[config.mk]
export PLATFORM = sky130hd
export DESIGN_NAME = adc_serial_control_word_port
export DESIGN_NICKNAME = d
export VERILOG_FILES = /design/src/adc_port_pkg.sv /design/src/adc_serial_control_word_port.sv
export VERILOG_INCLUDE_DIRS = /design/src
export SDC_FILE = /design/constraint.sdc
export NUM_CORES = 1
export LEC_CHECK = 0
export BUFFER_PORTS_ARGS = -buffer_cell sky130_fd_sc_hd__buf_2
export CORE_UTILIZATION = 55
export DETAILED_ROUTE_END_ITERATION = 12
export GPL_ROUTABILITY_DRIVEN = 0
export PLACE_DENSITY_LB_ADDON = 0.12
export REMOVE_ABC_BUFFERS = 1
export SYNTH_ARGS = -nofsm -noshare
export SYNTH_HDL_FRONTEND = slang
export SYNTH_SLANG_ARGS = --single-unit
export TNS_END_PERCENT = 20
[constraint.sdc]
create_clock -name core_clk_in -period 2.4 [get_ports core_clk_in]
set_clock_uncertainty 0.1 [all_clocks]
set_input_delay 0.48 -clock core_clk_in [delete_from_list [all_inputs] [get_ports core_clk_in]]
set_output_delay 0.48 -clock core_clk_in [all_outputs]
set_load 0.1 [all_outputs]
[src/adc_port_regs.svh]
`ifndef ADC_PORT_REGS_SVH
`define ADC_PORT_REGS_SVH

// ----------------------------------------------------------------
// frame and setup word layout
// ----------------------------------------------------------------
`define FRAME_BITS      5'd16
`define CFG_BITS        5'd12
`define CFG_LAST_EDGE   5'd11
`define CFG_W           12
`define CFG_WRITE_BIT   11
`define CFG_SEQ_HI_BIT  10
`define CFG_CH_HI_BIT   7
`define CFG_CH_LO_BIT   6
`define CFG_PM_HI_BIT   5
`define CFG_PM_LO_BIT   4
`define CFG_SEQ_LO_BIT  3
`define CFG_RANGE_BIT   1
`define CFG_CODING_BIT  0
`define CFG_KEEP_MASK   12'hcfb
`define CFG_RESET       12'h833

`endif

[src/adc_port_pkg.sv]
`include "adc_port_regs.svh"

package adc_port_pkg;

  typedef enum logic [1:0] {
    ST_IDLE  = 2'b01,
    ST_FRAME = 2'b10
  } port_state_t;

  typedef logic [`CFG_W-1:0] setup_word_t;

endpackage

[src/adc_serial_control_word_port.sv]
`timescale 1ns/1ps
`include "adc_port_regs.svh"

// Contract
// - the device holds one 12-bit setup word that the host writes and can never read back.
// - each setup bit is sampled from the data input on a falling serial clock edge.
// - the setup word shifts in during the same clocks in which the prior result shifts out.
// - a word written in a frame governs the next conversion, not the one read in that frame.
// - only bits on the first 12 falling edges after select falls are loaded; later bits are ignored.
// - the word arrives most significant bit first, first bit to position eleven.
// - from the top the order is write flag, upper sequencer bit, two ignored bits, channel address.
// - then power mode, lower sequencer bit, one ignored bit, range select and coding select.
// - a write flag of 1 loads the following 11 bits; 0 discards them and keeps the stored word.
// - range select 0 picks the doubled-reference span, 1 the single span, from the next conversion.
// - coding select 0 gives twos complement, 1 straight binary, from the next conversion.
// - each output frame is two zeros, two channel bits, then 12 result bits msb first on falling edges.
module adc_serial_control_word_port
  import adc_port_pkg::*;
#(
  parameter int RESULT_W = 12
) (
  input  wire logic                core_clk_in,        // system clock, 25 MHz
  input  wire logic                reset_in,           // synchronous, active high
  input  wire logic                sclk_in,            // serial clock from host
  input  wire logic                cs_n_in,            // frame select, active low
  input  wire logic                din_in,             // serial setup data
  output logic                     dout_out,           // serial result data
  input  wire logic [RESULT_W-1:0] result_in,          // raw straight-binary result
  output logic                     conv_start_out,     // pulse: sample taken
  output logic [1:0]               channel_addr_out,   // channel of this conversion
  output logic [1:0]               power_mode_out,     // power mode of this conversion
  output logic [1:0]               sequencer_out,      // {hi, lo} sequencer bits
  output logic                     range_single_out,   // 1: single-reference span
  output logic                     coding_binary_out   // 1: straight binary coding
);

  // ----------------------------------------------------------------
  // state
  // ----------------------------------------------------------------
  port_state_t       st_q, st_d;
  logic              sclk_q, sclk_d;
  logic [4:0]        cnt_q, cnt_d;
  logic [10:0]       in_q, in_d;
  setup_word_t       cfg_q, cfg_d;
  setup_word_t       act_q, act_d;
  logic [15:0]       shift_q, shift_d;
  logic              start_q, start_d;
  logic              fall;
  logic              start;
  setup_word_t       word12;

  assign fall   = sclk_q & ~sclk_in;
  assign start  = (st_q == ST_IDLE) & ~cs_n_in;
  assign word12 = {in_q, din_in};

  // ----------------------------------------------------------------
  // next state
  // ----------------------------------------------------------------
  always_comb begin
    st_d    = st_q;
    sclk_d  = sclk_in;
    cnt_d   = cnt_q;
    in_d    = in_q;
    cfg_d   = cfg_q;
    act_d   = act_q;
    shift_d = shift_q;
    start_d = 1'b0;
    unique case (st_q)
      ST_IDLE: begin
        if (!cs_n_in) begin
          st_d    = ST_FRAME;
          cnt_d   = 5'd0;
          start_d = 1'b1;
          // stored word only now becomes the live setup
          act_d   = cfg_q;
          shift_d = {2'b00, cfg_q[`CFG_CH_HI_BIT:`CFG_CH_LO_BIT],
                     result_in[RESULT_W-1] ^ ~cfg_q[`CFG_CODING_BIT],
                     result_in[RESULT_W-2:0]};
        end
      end
      ST_FRAME: begin
        if (cs_n_in) begin
          st_d    = ST_IDLE;
          // cleared so dout rests low between frames, even after a cut frame
          shift_d = 16'h0000;
        end else if (fall && cnt_q < `FRAME_BITS) begin
          cnt_d   = cnt_q + 5'd1;
          shift_d = {shift_q[14:0], 1'b0};
          if (cnt_q < `CFG_BITS) begin
            in_d = {in_q[9:0], din_in};
          end
          if (cnt_q == `CFG_LAST_EDGE && word12[`CFG_WRITE_BIT]) begin
            cfg_d = word12 & `CFG_KEEP_MASK;
          end
        end
      end
      default: st_d = ST_IDLE;
    endcase
  end

  // ----------------------------------------------------------------
  // registers
  // ----------------------------------------------------------------
  always_ff @(posedge core_clk_in) begin
    if (reset_in) begin
      st_q    <= ST_IDLE;
      sclk_q  <= 1'b1;
      cnt_q   <= 5'd0;
      in_q    <= 11'h000;
      cfg_q   <= `CFG_RESET;
      act_q   <= `CFG_RESET;
      shift_q <= 16'h0000;
      start_q <= 1'b0;
    end else begin
      st_q    <= st_d;
      sclk_q  <= sclk_d;
      cnt_q   <= cnt_d;
      in_q    <= in_d;
      cfg_q   <= cfg_d;
      act_q   <= act_d;
      shift_q <= shift_d;
      start_q <= start_d;
    end
  end

  // ----------------------------------------------------------------
  // outputs
  // ----------------------------------------------------------------
  // dout rests low outside a frame; no read path exists for cfg_q
  assign dout_out          = shift_q[15];
  assign conv_start_out    = start_q;
  assign channel_addr_out  = act_q[`CFG_CH_HI_BIT:`CFG_CH_LO_BIT];
  assign power_mode_out    = act_q[`CFG_PM_HI_BIT:`CFG_PM_LO_BIT];
  assign sequencer_out     = {act_q[`CFG_SEQ_HI_BIT], act_q[`CFG_SEQ_LO_BIT]};
  assign range_single_out  = act_q[`CFG_RANGE_BIT];
  assign coding_binary_out = act_q[`CFG_CODING_BIT];

  // ----------------------------------------------------------------
  // assertions
  // ----------------------------------------------------------------
  property p_load;
    @(posedge core_clk_in) disable iff (reset_in)
    (st_q == ST_FRAME && !cs_n_in && fall && cnt_q == `CFG_LAST_EDGE && in_q[10])
      |=> cfg_q == ($past(word12) & `CFG_KEEP_MASK);
  endproperty
  a_load: assert property (p_load) else $error("setup word not loaded");

  property p_discard;
    @(posedge core_clk_in) disable iff (reset_in)
    (fall && cnt_q == `CFG_LAST_EDGE && !in_q[10]) |=> $stable(cfg_q);
  endproperty
  a_discard: assert property (p_discard) else $error("word loaded without write flag");

  property p_only12;
    @(posedge core_clk_in) disable iff (reset_in)
    !$stable(cfg_q) |-> $past(fall && cnt_q == `CFG_LAST_EDGE && st_q == ST_FRAME);
  endproperty
  a_only12: assert property (p_only12) else $error("setup changed off the 12th edge");

  property p_ignored;
    @(posedge core_clk_in) disable iff (reset_in)
    (cfg_q[9:8] == 2'b00) && !cfg_q[2];
  endproperty
  a_ignored: assert property (p_ignored) else $error("ignored bits stored");

  property p_next_conv;
    @(posedge core_clk_in) disable iff (reset_in)
    !$stable(act_q) |-> $past(start);
  endproperty
  a_next_conv: assert property (p_next_conv) else $error("live setup changed mid frame");

  property p_lead_zero;
    @(posedge core_clk_in) disable iff (reset_in)
    start |=> !dout_out && shift_q[14] == 1'b0;
  endproperty
  a_lead_zero: assert property (p_lead_zero) else $error("leading zeros missing");

  property p_shift;
    @(posedge core_clk_in) disable iff (reset_in)
    (st_q == ST_FRAME && !cs_n_in && fall && cnt_q < `FRAME_BITS)
      |=> shift_q[15] == $past(shift_q[14]);
  endproperty
  a_shift: assert property (p_shift) else $error("result not shifted on falling edge");

  property p_chan_code;
    @(posedge core_clk_in) disable iff (reset_in)
    start |=> shift_q[13:12] == $past(cfg_q[7:6])
              && shift_q[11] == ($past(result_in[RESULT_W-1]) ^ ~$past(cfg_q[0]));
  endproperty
  a_chan_code: assert property (p_chan_code) else $error("frame header or coding wrong");

  property p_idle_low;
    @(posedge core_clk_in) disable iff (reset_in)
    (st_q == ST_IDLE) |-> !dout_out;
  endproperty
  a_idle_low: assert property (p_idle_low) else $error("dout not low between frames");

  property p_start_pulse;
    @(posedge core_clk_in) disable iff (reset_in)
    start |=> conv_start_out && act_q == $past(cfg_q);
  endproperty
  a_start_pulse: assert property (p_start_pulse) else $error("bad start setup");

  property p_late_bits;
    @(posedge core_clk_in) disable iff (reset_in)
    (st_q == ST_FRAME && fall && cnt_q >= `CFG_BITS) |=> $stable(in_q);
  endproperty
  a_late_bits: assert property (p_late_bits) else $error("late din bit captured");

  // ----------------------------------------------------------------
  // coverage
  // ----------------------------------------------------------------
  c_write:   cover property (@(posedge core_clk_in) disable iff (reset_in)
                             fall && cnt_q == `CFG_LAST_EDGE && in_q[10]);
  c_nowrite: cover property (@(posedge core_clk_in) disable iff (reset_in)
                             fall && cnt_q == `CFG_LAST_EDGE && !in_q[10]);
  c_full:    cover property (@(posedge core_clk_in) disable iff (reset_in)
                             st_q == ST_FRAME && cnt_q == `FRAME_BITS && cs_n_in);
  c_short:   cover property (@(posedge core_clk_in) disable iff (reset_in)
                             st_q == ST_FRAME && cs_n_in && cnt_q < `CFG_BITS);
  c_twos:    cover property (@(posedge core_clk_in) disable iff (reset_in)
                             start && !cfg_q[`CFG_CODING_BIT]);

endmodule

== Yosys cells after proc, flatten, opt, wreduce, memory -nomap -nowiden ==
Cells that the tools add are included.
Word-level totals
  input bits: 17
  logic and storage cells: 47
  bits in registers: 52
  output and inout bits: 10
Operators by class
  $lt $le $gt $ge: 2
  multiplexer cells: 12
  add/sub/neg operators: 1
  reduce and logical (&&, ||, !) cells: 10
  bitwise gates (word level): 6
  equality and inequality tests: 8
Operator list (count)
  two-way mux 16 bit: 3
  one-hot mux 16 bit (2 select lines): 1
  two-way mux 5 bit: 3
  AND reduction 4 bit: 3
  one-hot mux 5 bit (2 select lines): 1
  inequality test 2 bit (second input constant): 4
  adder 5 x 1 -> 5 bit (second input constant): 1
  == test 5 x 4 -> 1 bit (second input constant): 1
  < comparator 5 x 4 -> 1 bit (second input constant): 1
  < comparator 5 bit (second input constant): 1
  two-way mux 2 bit: 2
  inverter 1 bit: 4
  one-hot mux 2 bit (2 select lines): 1
  AND reduction 2 bit: 2
  inequality test 3 bit (second input constant): 1
  AND reduction 3 bit: 1
  == test 2 x 1 -> 1 bit (second input constant): 1
  == test 2 bit (second input constant): 1
  logical AND 1 bit: 2
  nonzero test 2 bit: 1
  OR reduction 2 bit: 1
  bitwise AND 1 bit: 1
  two-way mux 1 bit: 1
  bitwise XOR 1 bit: 1

== Logic depth before layout (Yosys ltp) ==
  depth in word-level cells: 6
  depth in mapped cells: 7

== Worst setup path after synthesis ==
OpenSTA, ideal clock, no wires.
  kind: input to register
  from: input cs_n_in
  to: register cfg_q[10]
  setup time: 0.128 ns
  buffers on the path: 2
  setup slack: 0.629 ns
  arrival: 1.543 ns
  required time: 2.172 ns
  cell stages on the path: 6
  cells stage by stage: buf_6 nor3b_2 nand4_1 buf_2 mux2i_1 nor2_1
On the way
  longest elaborated chain between the ends: 2
Ends and longest elaborated chain
  start, declared: line adc_serial_control_word_port.sv:25  | input wire logic cs_n_in,
  inverter 1 bit (no source line)
  AND reduction 4 bit (no source line)
  end signal, assigned: line adc_serial_control_word_port.sv:110  | cfg_q <= `CFG_RESET;
  end signal, assigned: line adc_serial_control_word_port.sv:119  | cfg_q <= cfg_d;
  end, declared: line adc_serial_control_word_port.sv:44  | setup_word_t cfg_q, cfg_d;
Every way passes these cells.
A chain may end at the register's enable or synchronous reset.

== Worst setup path after layout ==
  from: register cnt_q[4]
  to: register shift_q[5]
On the way
  longest elaborated chain between the ends: 4
Ends and longest elaborated chain
  start, declared: line adc_serial_control_word_port.sv:42  | logic [4:0] cnt_q, cnt_d;
  start signal, assigned: line adc_serial_control_word_port.sv:117  | cnt_q <= cnt_d;
  < comparator 5 bit (no source line)
  logical AND 1 bit (no source line)
  inequality test 3 bit (no source line)
  AND reduction 3 bit (no source line)
  end signal, assigned: line adc_serial_control_word_port.sv:121  | shift_q <= shift_d;
  end, declared: line adc_serial_control_word_port.sv:46  | logic [15:0] shift_q, shift_d;
Every way passes these cells.

==> results.json <==
{
  "ys_top_cells_by_count": "dfxtp_1 (52), nor2_1 (39), a21oi_1 (24)",
  "ios": 27,
  "cts_htree_levels": 2,
  "synth.distinct_cells": 32,
  "clk_latency_ns": 0.30,
  "syn_area_per_cell_um2": 9.165,
  "grt_start_max_net_pins": 51,
  "track_usage": 0.2017,
  "crit_path_end_kind": "flip-flop",
  "p_leak_nw": 1.012,
  "cpMaxStageDelayCell": "o211ai_4",
  "antenna_cells": 0,
  "cts_buffers": 5,
  "synth.mux.area_fraction": 0.07526,
  "whs_ns": 0.3101,
  "yosys_warnings": 0,
  "clkSinkCount": 52,
  "postRouteAntennaNets": 0,
  "cts_root_buf": "clkbuf_8",
  "switchingPower_uw": 414.9,
  "worst_slew_pin_slew_ns": 0.8894,
  "path_cells": "or3b_1, o211ai_4, nor2_1, a211oi_1",
  "cap_violations": 0,
  "yosys_most_used_dff": "dfxtp_1",
  "drc": 0,
  "grt_pass1_wl_um": 6444,
  "post_drt_wl_per_cell_um": 12.26,
  "initial_core_util": 0.5814,
  "power_frac_seq": 0.569,
  "clk_path_buf_depth": 2,
  "clkTransAtPathRegs_ns": 0.08,
  "first_iter_violations": 54,
  "critPathLaunchType": "flip-flop",
  "cts_hold_buf": 0,
  "overflow": 0,
  "syn_inst": 234,
  "antenna_found_initial": 0,
  "synth_top_area_cell": "dfxtp_1",
  "yosysSeqAreaShare": 0.4854,
  "synth_top_family_by_area": "simple AND/OR/NAND/NOR gates",
  "setup_viol": 0,
  "final_core_util": 0.6438,
  "synth_enable_flop_cells": 0,
  "hold_class": "input port to flip-flop",
  "core_um2": 3689,
  "final_cell_area_um2": 2375,
  "yosys.area_share.simple": 0.2334,
  "swShare": 0.2595,
  "rsz0062_at_grt": "no",
  "grt_pass1_vias": 1483,
  "io_buffers": 26,
  "ctsResizeCount": 0,
  "row_count": 22,
  "ir_drop_mv": 0.4943,
  "drive_gt1_frac": 0.1922,
  "critical_path_arrival_ns": 2.01,
  "fin_tns_setup_ns": 0,
  "synth_xor_area_frac": 0.01225,
  "crit_required_ns": 2.51,
  "yosysMostFrequentCell": "dfxtp_1",
  "ys_top_cells_by_area": "dfxtp_1 (49%), mux2i_1 (7.0%), nor2_1 (6.8%)",
  "async_reset_ff_frac": 0,
  "finalCritPeriodShare": 0.7928,
  "synthesis.area_um2": 2145,
  "cp_top_family": "compound AO/OA/AOI/OAI gates",
  "p_clk_frac": 0.311,
  "fin_crit_ns": 1.903,
  "ys_ff_latch": 52,
  "slew_headroom": 0.4049,
  "cts_tree": "done",
  "synth_fa_ha_area_frac": 0.005834,
  "dp_hpwl_um": 2416,
  "die_w_um": 64.45,
  "nets": 272,
  "postPlaceCellArea_um2": 2282,
  "post_drt_via_cell_ratio": 5.323,
  "power_density_nw_per_um2": 673.2,
  "dieArea_um2": 4153,
  "max_freq_mhz": 525.6,
  "synth_top_area_share": 0.4854,
  "cp_num_buf_inv": 0,
  "pwr-share-comb": 0.120,
  "wirelength_um": 3714,
  "cp_max_fo": 28,
  "p_int_mw": 1.184,
  "stdcell_count": 303,
  "syn2layout_area_growth_pct": 10.74,
  "hold_violations": 0,
  "firstDrtPassIters": 4,
  "die_h_um": 64.45,
  "crit_type": "flip-flop to flip-flop",
  "nFillCells": 320,
  "max_stage_delay_ns": 0.64,
  "regToRegSetupSlack_ns": 0.50,
  "status": "completed",
  "postCtsSetupRepairBufs": 0,
  "drv_slew": 0,
  "synth_compound_area_frac": 0.1441,
  "via_count": 1613,
  "dp_cells": 295
}
[power groups by stage]
stage | clock [mW] | sequential (mW) | combinational, mW
floorplan | 0 | 0.972 | 0.0874
global placement | 0 | 0.928 | 0.190
detailed placement | 0 | 0.929 | 0.194
CTS | 0.513 | 0.909 | 0.194
global route | 0.551 | 0.914 | 0.211
finish | 0.497 | 0.909 | 0.192
[metal layers]
| metal | global-route usage | vias to the layer above | wire length, um |
|---|---|---|---|
| met3 | 0.04754 | 6 | 121 |
| li1 | - | 851 | - |
| met5 | 0 | - | 0 |
| met1 | 0.2352 | 735 | 1841 |
| met4 | 0.08333 | 0 | 65 |
| met2 | 0.3526 | 21 | 1686 |
[stage by stage]
step	setup WS, ns	total power, mW
after floorplan	0.4057	1.060
after global placement	0.2929	1.119
after detailed placement	0.2300	1.123
after CTS	0.4831	1.616
after global routing	0.3220	1.676
final	0.4973	1.599
[area by class of cell]
cell class / instances / area (um^2) / area share
inverter: 1 / 3.754 / 0.001581
sequential: 52 / 1041 / 0.4384
multi-input combinational: 163 / 1010 / 0.4252
clock inverter: 2 / 10.01 / 0.004215
clock buffer: 6 / 82.58 / 0.03477
timing repair buffer: 31 / 167.7 / 0.07060
tap: 48 / 60.06 / 0.02529
[state kept, by name (all words and copies together), names as in the netlist]
signal / cells
act_q: 8
shift_q: 16
conv_start_out: 1
st_q: 2
cfg_q: 8
cnt_q: 5
sclk_q: 1
in_q: 11
[cell families (layout without fill, tap and decap cells)]
kind of cell	count (synthesis)	in the layout
adder cells (fa/ha/maj)	1	1
flip-flops	52	52
multiplexers	16	16
AND/OR/NAND/NOR	99	99
AO/OA/AOI/OAI	44	44
XOR/XNOR	3	3
buffers and inverters	19	40
[path summary, 6_finish.rpt]
path                      to  cells past startpoint     start
setup / recovery  shift_q[5]                      4  cnt_q[4]
hold / removal        sclk_q                      2   sclk_in
setup reg to reg  shift_q[5]                      4  cnt_q[4]
hold reg to reg     act_q[6]                      2  act_q[6]
[cell usage in the layout (no fill, tap or decap)]
cell,synthesis,routed
nor3b_2,2,2
or3b_1,2,2
nand3b_1,5,5
nor3_1,6,6
and3_1,2,2
nand3_1,5,5
mux2i_1,15,15
xnor2_1,1,1
buf_4,1,5
inv_1,1,1
a211oi_2,5,5
nand4_1,1,1
o211ai_4,1,1
nand2b_1,2,2
o211ai_1,3,3
buf_2,3,26
nand2_1,20,20
nor3b_1,13,13
a211o_1,1,1
nor2_1,39,39
and3b_1,1,1
a21oi_1,24,24
clkbuf_8,0,6
xor2_1,2,2
dfxtp_1,52,52
mux2_2,1,1
ha_1,1,1
or2_2,1,1
clkinv_2,0,2
a31oi_1,1,1
o21a_1,1,1
a211oi_1,8,8
Note: power is estimated with default switching activity, not from simulation.
